File: src/verilog/lft_pkg.sv
package lft_pkg;

   // Register map
   localparam logic [1:0] LFT_ADDR_CTRL  = 2'h0;
   localparam logic [1:0] LFT_ADDR_CNT_L = 2'h1;
   localparam logic [1:0] LFT_ADDR_CNT_H = 2'h2;
   localparam logic [1:0] LFT_ADDR_PORT  = 2'h3;

   // Control field positions
   localparam int LFT_BIT_WIDE   = 7;
   localparam int LFT_BIT_OSCRUN = 6;
   localparam int LFT_BIT_PS_HI  = 5;
   localparam int LFT_BIT_PS_LO  = 4;
   localparam int LFT_BIT_OSCEN  = 3;
   localparam int LFT_BIT_NOSYNC = 2;
   localparam int LFT_BIT_CS     = 1;
   localparam int LFT_BIT_RUN    = 0;

   // Reset values
   localparam logic [7:0]  LFT_CTRL_RESET  = 8'h00;
   localparam logic [15:0] LFT_COUNT_RESET = 16'h0000;

   // Prescale codes and terminal counts
   localparam logic [1:0] LFT_PS_DIV1 = 2'h0;
   localparam logic [1:0] LFT_PS_DIV2 = 2'h1;
   localparam logic [1:0] LFT_PS_DIV4 = 2'h2;
   localparam logic [1:0] LFT_PS_DIV8 = 2'h3;
   localparam logic [2:0] LFT_PS_TERM1 = 3'h0;
   localparam logic [2:0] LFT_PS_TERM2 = 3'h1;
   localparam logic [2:0] LFT_PS_TERM4 = 3'h3;
   localparam logic [2:0] LFT_PS_TERM8 = 3'h7;

   // Internal clock is the main clock divided by four
   localparam logic [1:0] LFT_INT_DIV_TERM = 2'h3;

   typedef enum logic [1:0] {
      LFT_MODE_TIMER,
      LFT_MODE_SYNC_CNT,
      LFT_MODE_ASYNC_CNT
   } lft_mode_t;

endpackage

File: src/verilog/lft_prescaler.sv
`timescale 1ns/1ps
module lft_prescaler
   import lft_pkg::*;
(
   // Clock and reset
   input  wire logic       i_clk,
   input  wire logic       i_reset,
   // Control
   input  wire logic       i_clear,
   input  wire logic [1:0] i_sel,
   // Ticks
   input  wire logic       i_tick,
   output logic            o_tick
);

   typedef struct packed {
      logic [2:0] cnt;
      logic       tick;
   } lft_ps_state_t;

   lft_ps_state_t st;
   lft_ps_state_t next_st;
   logic [2:0]    term;

   always_comb begin
      case (i_sel)
         LFT_PS_DIV1: term = LFT_PS_TERM1;
         LFT_PS_DIV2: term = LFT_PS_TERM2;
         LFT_PS_DIV4: term = LFT_PS_TERM4;
         LFT_PS_DIV8: term = LFT_PS_TERM8;
         default:     term = LFT_PS_TERM1;
      endcase
      next_st = st;
      next_st.tick = 1'b0;
      if (i_clear) begin
         next_st.cnt = 3'h0;
      end else if (i_tick) begin
         if (st.cnt >= term) begin
            next_st.cnt  = 3'h0;
            next_st.tick = 1'b1;
         end else begin
            next_st.cnt = st.cnt + 3'h1;
         end
      end
   end

   always_ff @(posedge i_clk) begin
      if (i_reset) begin
         st <= '0;
      end else begin
         st <= next_st;
      end
   end

   assign o_tick = st.tick;

endmodule

File: src/verilog/lft_timer.sv
// Design decisions made here: the address map and the plain strobed port.
`timescale 1ns/1ps
module lft_timer
   import lft_pkg::*;
(
   // Clock and reset
   input  wire logic       i_clk,
   input  wire logic       i_reset,
   // Register port
   input  wire logic [1:0] i_addr,
   input  wire logic [7:0] i_wdata,
   input  wire logic       i_wr,
   input  wire logic       i_rd,
   output logic      [7:0] o_rdata,
   // Device clock status from clock switch
   input  wire logic       i_devclk_from_osc,
   // Port direction and output latch, bit 1 input pin, bit 0 output pin
   input  wire logic [1:0] i_port_direction,
   input  wire logic [1:0] i_port_out,
   // Oscillator input pin
   input  wire logic       i_osc_input_pin,
   output logic            o_osc_input_pin,
   output logic            o_osc_input_pin_oe,
   // Oscillator output pin, also external clock
   input  wire logic       i_osc_output_pin,
   output logic            o_osc_output_pin,
   output logic            o_osc_output_pin_oe,
   // Oscillator and count status
   output logic            o_sec_osc_enable,
   output logic     [15:0] o_count
);

   typedef struct packed {
      logic        wide_access_enable;
      logic [1:0]  prescale_select;
      logic        sec_osc_enable;
      logic        ext_sync_disable;
      logic        clock_source_select;
      logic        timer_run;
      logic        stat_s1;
      logic        stat_s2;
      logic        in_s1;
      logic        in_s2;
      logic        out_s1;
      logic        out_s2;
      logic        out_s3;
      logic        out_s4;
      logic [1:0]  qdiv;
      logic [15:0] count;
      logic [7:0]  hi_buf;
      logic [7:0]  rdata;
      logic        in_pin;
      logic        in_pin_oe;
      logic        out_pin;
      logic        out_pin_oe;
   } lft_state_t;

   lft_state_t st;
   lft_state_t next_st;
   lft_mode_t  mode;
   logic       src_tick;
   logic       pre_tick;
   logic [7:0] ctrl_view;

   // Mode decode
   always_comb begin
      if (!st.clock_source_select) begin
         mode = LFT_MODE_TIMER;
      end else if (st.ext_sync_disable) begin
         mode = LFT_MODE_ASYNC_CNT;
      end else begin
         mode = LFT_MODE_SYNC_CNT;
      end
   end

   // Source tick per mode
   always_comb begin
      case (mode)
         LFT_MODE_TIMER:     src_tick = (st.qdiv == LFT_INT_DIV_TERM);
         LFT_MODE_SYNC_CNT:  src_tick = st.out_s3 & ~st.out_s4;
         LFT_MODE_ASYNC_CNT: src_tick = st.out_s2 & ~st.out_s3;
         default:            src_tick = 1'b0;
      endcase
   end

   lft_prescaler u_prescaler (
      .i_clk   (i_clk),
      .i_reset (i_reset),
      .i_clear (~st.timer_run),
      .i_sel   (st.prescale_select),
      .i_tick  (src_tick & st.timer_run),
      .o_tick  (pre_tick)
   );

   // Control register as read
   always_comb begin
      ctrl_view = LFT_CTRL_RESET;
      ctrl_view[LFT_BIT_WIDE]   = st.wide_access_enable;
      ctrl_view[LFT_BIT_OSCRUN] = st.stat_s2;
      ctrl_view[LFT_BIT_PS_HI]  = st.prescale_select[1];
      ctrl_view[LFT_BIT_PS_LO]  = st.prescale_select[0];
      ctrl_view[LFT_BIT_OSCEN]  = st.sec_osc_enable;
      ctrl_view[LFT_BIT_NOSYNC] = st.ext_sync_disable;
      ctrl_view[LFT_BIT_CS]     = st.clock_source_select;
      ctrl_view[LFT_BIT_RUN]    = st.timer_run;
   end

   always_comb begin
      next_st = st;

      // Pin and status synchronisers
      next_st.stat_s1 = i_devclk_from_osc;
      next_st.stat_s2 = st.stat_s1;
      next_st.in_s1   = i_osc_input_pin;
      next_st.in_s2   = st.in_s1;
      next_st.out_s1  = i_osc_output_pin;
      next_st.out_s2  = st.out_s1;
      next_st.out_s3  = st.out_s2;
      next_st.out_s4  = st.out_s3;

      // Internal clock at a quarter of the main clock
      if (st.timer_run) begin
         next_st.qdiv = st.qdiv + 2'h1;
      end else begin
         next_st.qdiv = 2'h0;
      end

      // Counting
      if (pre_tick && st.timer_run) begin
         next_st.count = st.count + 16'h0001;
      end

      // Register reads
      next_st.rdata = 8'h00;
      if (i_rd) begin
         case (i_addr)
            LFT_ADDR_CTRL: begin
               next_st.rdata = ctrl_view;
            end
            LFT_ADDR_CNT_L: begin
               next_st.rdata = st.count[7:0];
               if (st.wide_access_enable) begin
                  next_st.hi_buf = st.count[15:8];
               end
            end
            LFT_ADDR_CNT_H: begin
               if (st.wide_access_enable) begin
                  next_st.rdata = st.hi_buf;
               end else begin
                  next_st.rdata = st.count[15:8];
               end
            end
            LFT_ADDR_PORT: begin
               if (st.timer_run) begin
                  next_st.rdata = 8'h00;
               end else begin
                  next_st.rdata = {6'h00, st.in_s2, st.out_s2};
               end
            end
            default: begin
               next_st.rdata = 8'h00;
            end
         endcase
      end

      // Register writes, a count write wins over the increment in the bytes that it writes
      if (i_wr) begin
         case (i_addr)
            LFT_ADDR_CTRL: begin
               next_st.wide_access_enable  = i_wdata[LFT_BIT_WIDE];
               next_st.prescale_select     = i_wdata[LFT_BIT_PS_HI:LFT_BIT_PS_LO];
               next_st.sec_osc_enable      = i_wdata[LFT_BIT_OSCEN];
               next_st.ext_sync_disable    = i_wdata[LFT_BIT_NOSYNC];
               next_st.clock_source_select = i_wdata[LFT_BIT_CS];
               next_st.timer_run           = i_wdata[LFT_BIT_RUN];
            end
            LFT_ADDR_CNT_L: begin
               if (st.wide_access_enable) begin
                  next_st.count = {st.hi_buf, i_wdata};
               end else begin
                  next_st.count[7:0] = i_wdata;
               end
            end
            LFT_ADDR_CNT_H: begin
               if (st.wide_access_enable) begin
                  next_st.hi_buf = i_wdata;
               end else begin
                  next_st.count[15:8] = i_wdata;
               end
            end
            default: begin
               next_st.hi_buf = next_st.hi_buf;
            end
         endcase
      end

      // Pin drive, forced to inputs while running
      next_st.in_pin     = i_port_out[1];
      next_st.out_pin    = i_port_out[0];
      next_st.in_pin_oe  = ~next_st.timer_run & ~i_port_direction[1];
      next_st.out_pin_oe = ~next_st.timer_run & ~i_port_direction[0];
   end

   always_ff @(posedge i_clk) begin
      if (i_reset) begin
         st                     <= '0;
         st.wide_access_enable  <= LFT_CTRL_RESET[LFT_BIT_WIDE];
         st.prescale_select     <= LFT_CTRL_RESET[LFT_BIT_PS_HI:LFT_BIT_PS_LO];
         st.sec_osc_enable      <= LFT_CTRL_RESET[LFT_BIT_OSCEN];
         st.ext_sync_disable    <= LFT_CTRL_RESET[LFT_BIT_NOSYNC];
         st.clock_source_select <= LFT_CTRL_RESET[LFT_BIT_CS];
         st.timer_run           <= LFT_CTRL_RESET[LFT_BIT_RUN];
         st.count               <= LFT_COUNT_RESET;
      end else begin
         st <= next_st;
      end
   end

   // Outputs straight from flops
   assign o_rdata             = st.rdata;
   assign o_osc_input_pin     = st.in_pin;
   assign o_osc_input_pin_oe  = st.in_pin_oe;
   assign o_osc_output_pin    = st.out_pin;
   assign o_osc_output_pin_oe = st.out_pin_oe;
   assign o_sec_osc_enable    = st.sec_osc_enable;
   assign o_count             = st.count;

endmodule
File: config.mk
export PLATFORM = sky130hd
export DESIGN_NAME = lft_timer
export DESIGN_NICKNAME = d
export VERILOG_FILES = /design/src/verilog/lft_pkg.sv /design/src/verilog/lft_prescaler.sv /design/src/verilog/lft_timer.sv
export SDC_FILE = /design/constraint.sdc
export NUM_CORES = 1
export LEC_CHECK = 0
export ABC_AREA = 1
export BUFFER_PORTS_ARGS = -buffer_cell sky130_fd_sc_hd__buf_2
export CAP_MARGIN = 10
export CORE_UTILIZATION = 45
export DETAILED_ROUTE_END_ITERATION = 10
export PLACE_DENSITY = 0.66
export RECOVER_POWER = 100
export SYNTH_ARGS = -nofsm -noshare
export SYNTH_HDL_FRONTEND = slang
export SYNTH_SLANG_ARGS = --single-unit
File: constraint.sdc
create_clock -name i_clk -period 2.4 [get_ports i_clk]
set_input_delay 0.12 -clock i_clk [delete_from_list [all_inputs] [get_ports i_clk]]
set_output_delay 0.12 -clock i_clk [all_outputs]
set_load 0.05 [all_outputs]
==> reports/results.tsv <==
stage	metric	value	unit
run_status	status	finished, violations left	
run_status	failing checks	design-rule violations	
logic_synthesis	Ys Warns	0	
logic_synthesis	Mapped Cells	426	
placed_design	PortBufs	49	
global_route	largest net degree at the start of global routing	27	
placed_design	Placer Congestion	0.956	
final_layout	nets@finish	492	
floorplan	die width	84.4	um
floorplan	Starting Density	47.3	%
placed_design	Cell Area, Placed	3180	um^2
power_and_ir_drop	P per Cell Area	696	nW/um^2
routing	DRT iter0 DRCs	211	
logic_synthesis	Seq cells post-synth	57	
final_layout	Final Instance Area	3430	um^2
global_route	initial antenna violation count	0	
routing	post-route antenna net violation count	0	
critical_path	Worst Path Required	2.65	ns
sta	clk_skew	0.00982	ns
floorplan	die area	7120	um^2
global_route	total grt overflow	0	
sta	period utilization	77.5	%
sta	final hold vios	0	
placed_design	dpl hpwl	5790	um
global_route	total track usage	23.7	%
critical_path	CP endpoint kind	flop	
final_layout	most frequent cells in the layout	inv_1, nand2_1, dfxtp_1, o21ai_0, a21oi_1	
final_layout	final cell count without fillers	542	
logic_synthesis	Mapped Nets	458	
sta	total negative slack	0	ns
routing	Vias	2817	
logic_synthesis	Distinct cells, synth	31	
critical_path	R2R depth	9	
final_layout	ratio of cells with drive above 1 in the final layout	9.46	%
power_and_ir_drop	maximum vdd drop	0.326	mV
clock_network	CTS root buf	clkbuf_8	
min_path	min-delay worst type	primary input to flop	
clock_network	CTS tree	done	
clock_network	clk slew on worst S/H paths	0.07	ns
clock_network	TritonCTS sink count	57	
routing	TritonRoute pass-1 iters	8	
clock_network	Inserted Clock Buffers	9	
sta	RSZ-0062 raised after global routing	no	
sta	min cycle time layout	1.86	ns
power_and_ir_drop	Leak	0.00158	uW
clock_network	clk_lat worst skew	0.35	ns
floorplan	FP Rows	29	
min_path	Hold Path Depth	3	
routing	# DRC	8	
routing	routed len/inst	14.3	um
global_route	first-pass GRT wire length	12800	um
final_layout	Layout fillers	664	
floorplan	Core ar.	6460	um^2
critical_path	worst flop-to-flop path startpoint	ctrl_view[4]	
sta	Rel. slew slack	60.0	%
floorplan	DIE HEIGHT	84.4	um
placed_design	Post-Place Cells	519	
final_layout	Layout area overhead	12.2	%
final_layout	ant diodes	0	
sta	fmax	537	MHz
critical_path	crit path max fanout	4	
final_layout	leading cell type in the layout, fill and taps excluded	inv_1	
logic_synthesis	cell area after synthesis	3050	um^2
sta	Final Max Tran Viols	0	
clock_network	Max clock buf depth	2	
critical_path	reg-to-reg slack, setup	0.54	ns
clock_network	H-tree levels	3	
min_path	hold endpoint	st[15]	
logic_synthesis	sequential area share after synthesis	37.4	%
critical_path	Worst Path Arrival	2.11	ns
routing	routed vias/inst	5.20	
critical_path	Worst Setup Path Type	flop to flop	
routing	Routed WL	7760	um
critical_path	Critical Path Source Type	flop	
clock_network	Post-CTS Resized	0	
sta	Worst Max-Slew Pin Slew	0.603	ns
min_path	Hold Crit Start	i_wdata[3]	
global_route	vias in the first global route	2652	
logic_synthesis	Synth Area per Inst	7.17	um^2
floorplan	IO Count	50	
run	MaxCap Viol Count	0	
critical_path	Reg-to-Reg End	u_prescaler.st[3]	
sta	Final setup viols	0	
[metal layers]
metal | vias up | global-route usage (%) | share of wire [%] | wire length (um)
met3 | 17 | 4.42 | 6.3 | 486
met2 | 104 | 36.1 | 43 | 3340
met5 | - | 0 | 0 | 0
met4 | 0 | 14.0 | 2.8 | 214
li1 | 1424 | - | - | -
met1 | 1272 | 31.5 | 48 | 3710
[report_power, final]
group	switching (uW)	internal (uW)
Sequential	31.2	979
Clock	394	716
Combinational	189	72.4
Total	615	1770
[what timing repair did]
item,CTS,global route
endpoints found under the setup margin,0,0
endpoints found under the hold margin,7,0
hold buffers,7,0
buffers inserted,0,0
[synth_stat cells]
library cell,number,area [um^2]
o21ai_1,2,10.0
nand3_1,24,120
nand2_2,2,12.5
nor3_1,5,25.0
ha_1,11,138
o22ai_1,5,31.3
buf_2,3,15.0
dfxtp_1,57,1140
clkbuf_1,4,15.0
xnor2_1,3,26.3
nand3_2,3,30.0
xor2_1,5,43.8
buf_1,2,7.51
clkinv_1,2,7.51
a21oi_1,37,185
nor2_4,4,45.0
inv_1,71,267
a31oi_1,9,56.3
or2_2,1,6.26
nand2_4,1,11.3
nor2_2,2,12.5
nand4_1,3,18.8
o211ai_1,9,67.6
clkinv_2,1,5.00
o221ai_1,1,8.76
nand2_1,63,236
o21ai_0,37,185
inv_2,2,7.51
buf_4,27,203
nor3b_1,1,7.51
nor2_1,29,109
[per-stage QoR]
| step | worst slack, ns | utilization [%] | power, uW | hold slack, ns |
|---|---|---|---|---|
| 3_5_place_dp | 0.630 | 49.2 | 1290 | 0.278 |
| 2_1_floorplan | 0.804 | - | 1230 | 0.192 |
| 5_1_grt | 0.359 | 53.0 | 2480 | 0.0528 |
| 4_1_cts | 0.545 | 54.1 | 2400 | 0.0310 |
| 6_report | 0.540 | 53.0 | 2380 | 0.0362 |
| 3_3_place_gp | 0.705 | 49.2 | 1290 | 0.275 |
[sequential cells by signal (all words and copies together), names as in the netlist]
| name | flops |
|---|---|
| o_osc_input_pin | 1 |
| next_st | 5 |
| u_prescaler.st | 3 |
| o_rdata | 8 |
| u_prescaler.o_tick | 1 |
| ctrl_view | 7 |
| st | 12 |
| o_count | 16 |
| o_osc_input_pin_oe | 1 |
| o_sec_osc_enable | 1 |
| o_osc_output_pin | 1 |
| o_osc_output_pin_oe | 1 |
[area by class of cell]
cell class	count	area, um^2	area share (%)
Clock buffer	11	141	4.13
Clock inverter	5	103	2.99
Inverter	76	287	8.36
Multi-Input combinational cell	257	1360	39.8
Sequential cell	57	1140	33.3
Tap cell	77	96.3	2.81
Timing Repair Buffer	59	294	8.58
[worst max-delay path, cell delays in order, from the launching register on]
cell and delay (ns):
dfxtp_1 0.34, or2_2 0.29, ha_1 0.27, inv_1 0.06, nand2_1 0.05, a21oi_1 0.12
nor2_1 0.06, o21ai_0 0.25, nand2_1 0.13, nor3b_1 0.21
[how the worst max path moves through the flow]
stage                             from                 to  slack [ns]  depth (start not counted)
after floorplan           ctrl_view[5]  u_prescaler.st[3]        0.80                          9
after detailed placement  ctrl_view[5]  u_prescaler.st[3]        0.63                          9
after global routing      ctrl_view[5]  u_prescaler.st[3]        0.36                          9
after global placement    ctrl_view[5]  u_prescaler.st[3]        0.70                          9
final                     ctrl_view[4]  u_prescaler.st[3]        0.54                          9
after CTS                 ctrl_view[5]  u_prescaler.st[3]        0.55                          9
[cells by family (layout without fill, tap and decap cells)]
logic type / count (synthesis) / count (layout) / share of synthesized area (%)
AND/OR/NAND/NOR: 138 / 138 / 20.8
buffers and inverters: 112 / 151 / 17.2
AO/OA/AOI/OAI: 100 / 100 / 17.8
flip-flops: 57 / 57 / 37.4
adder cells (fa/ha/maj): 11 / 11 / 4.51
XOR/XNOR: 8 / 8 / 2.29
(Power assumes the default switching activity.)
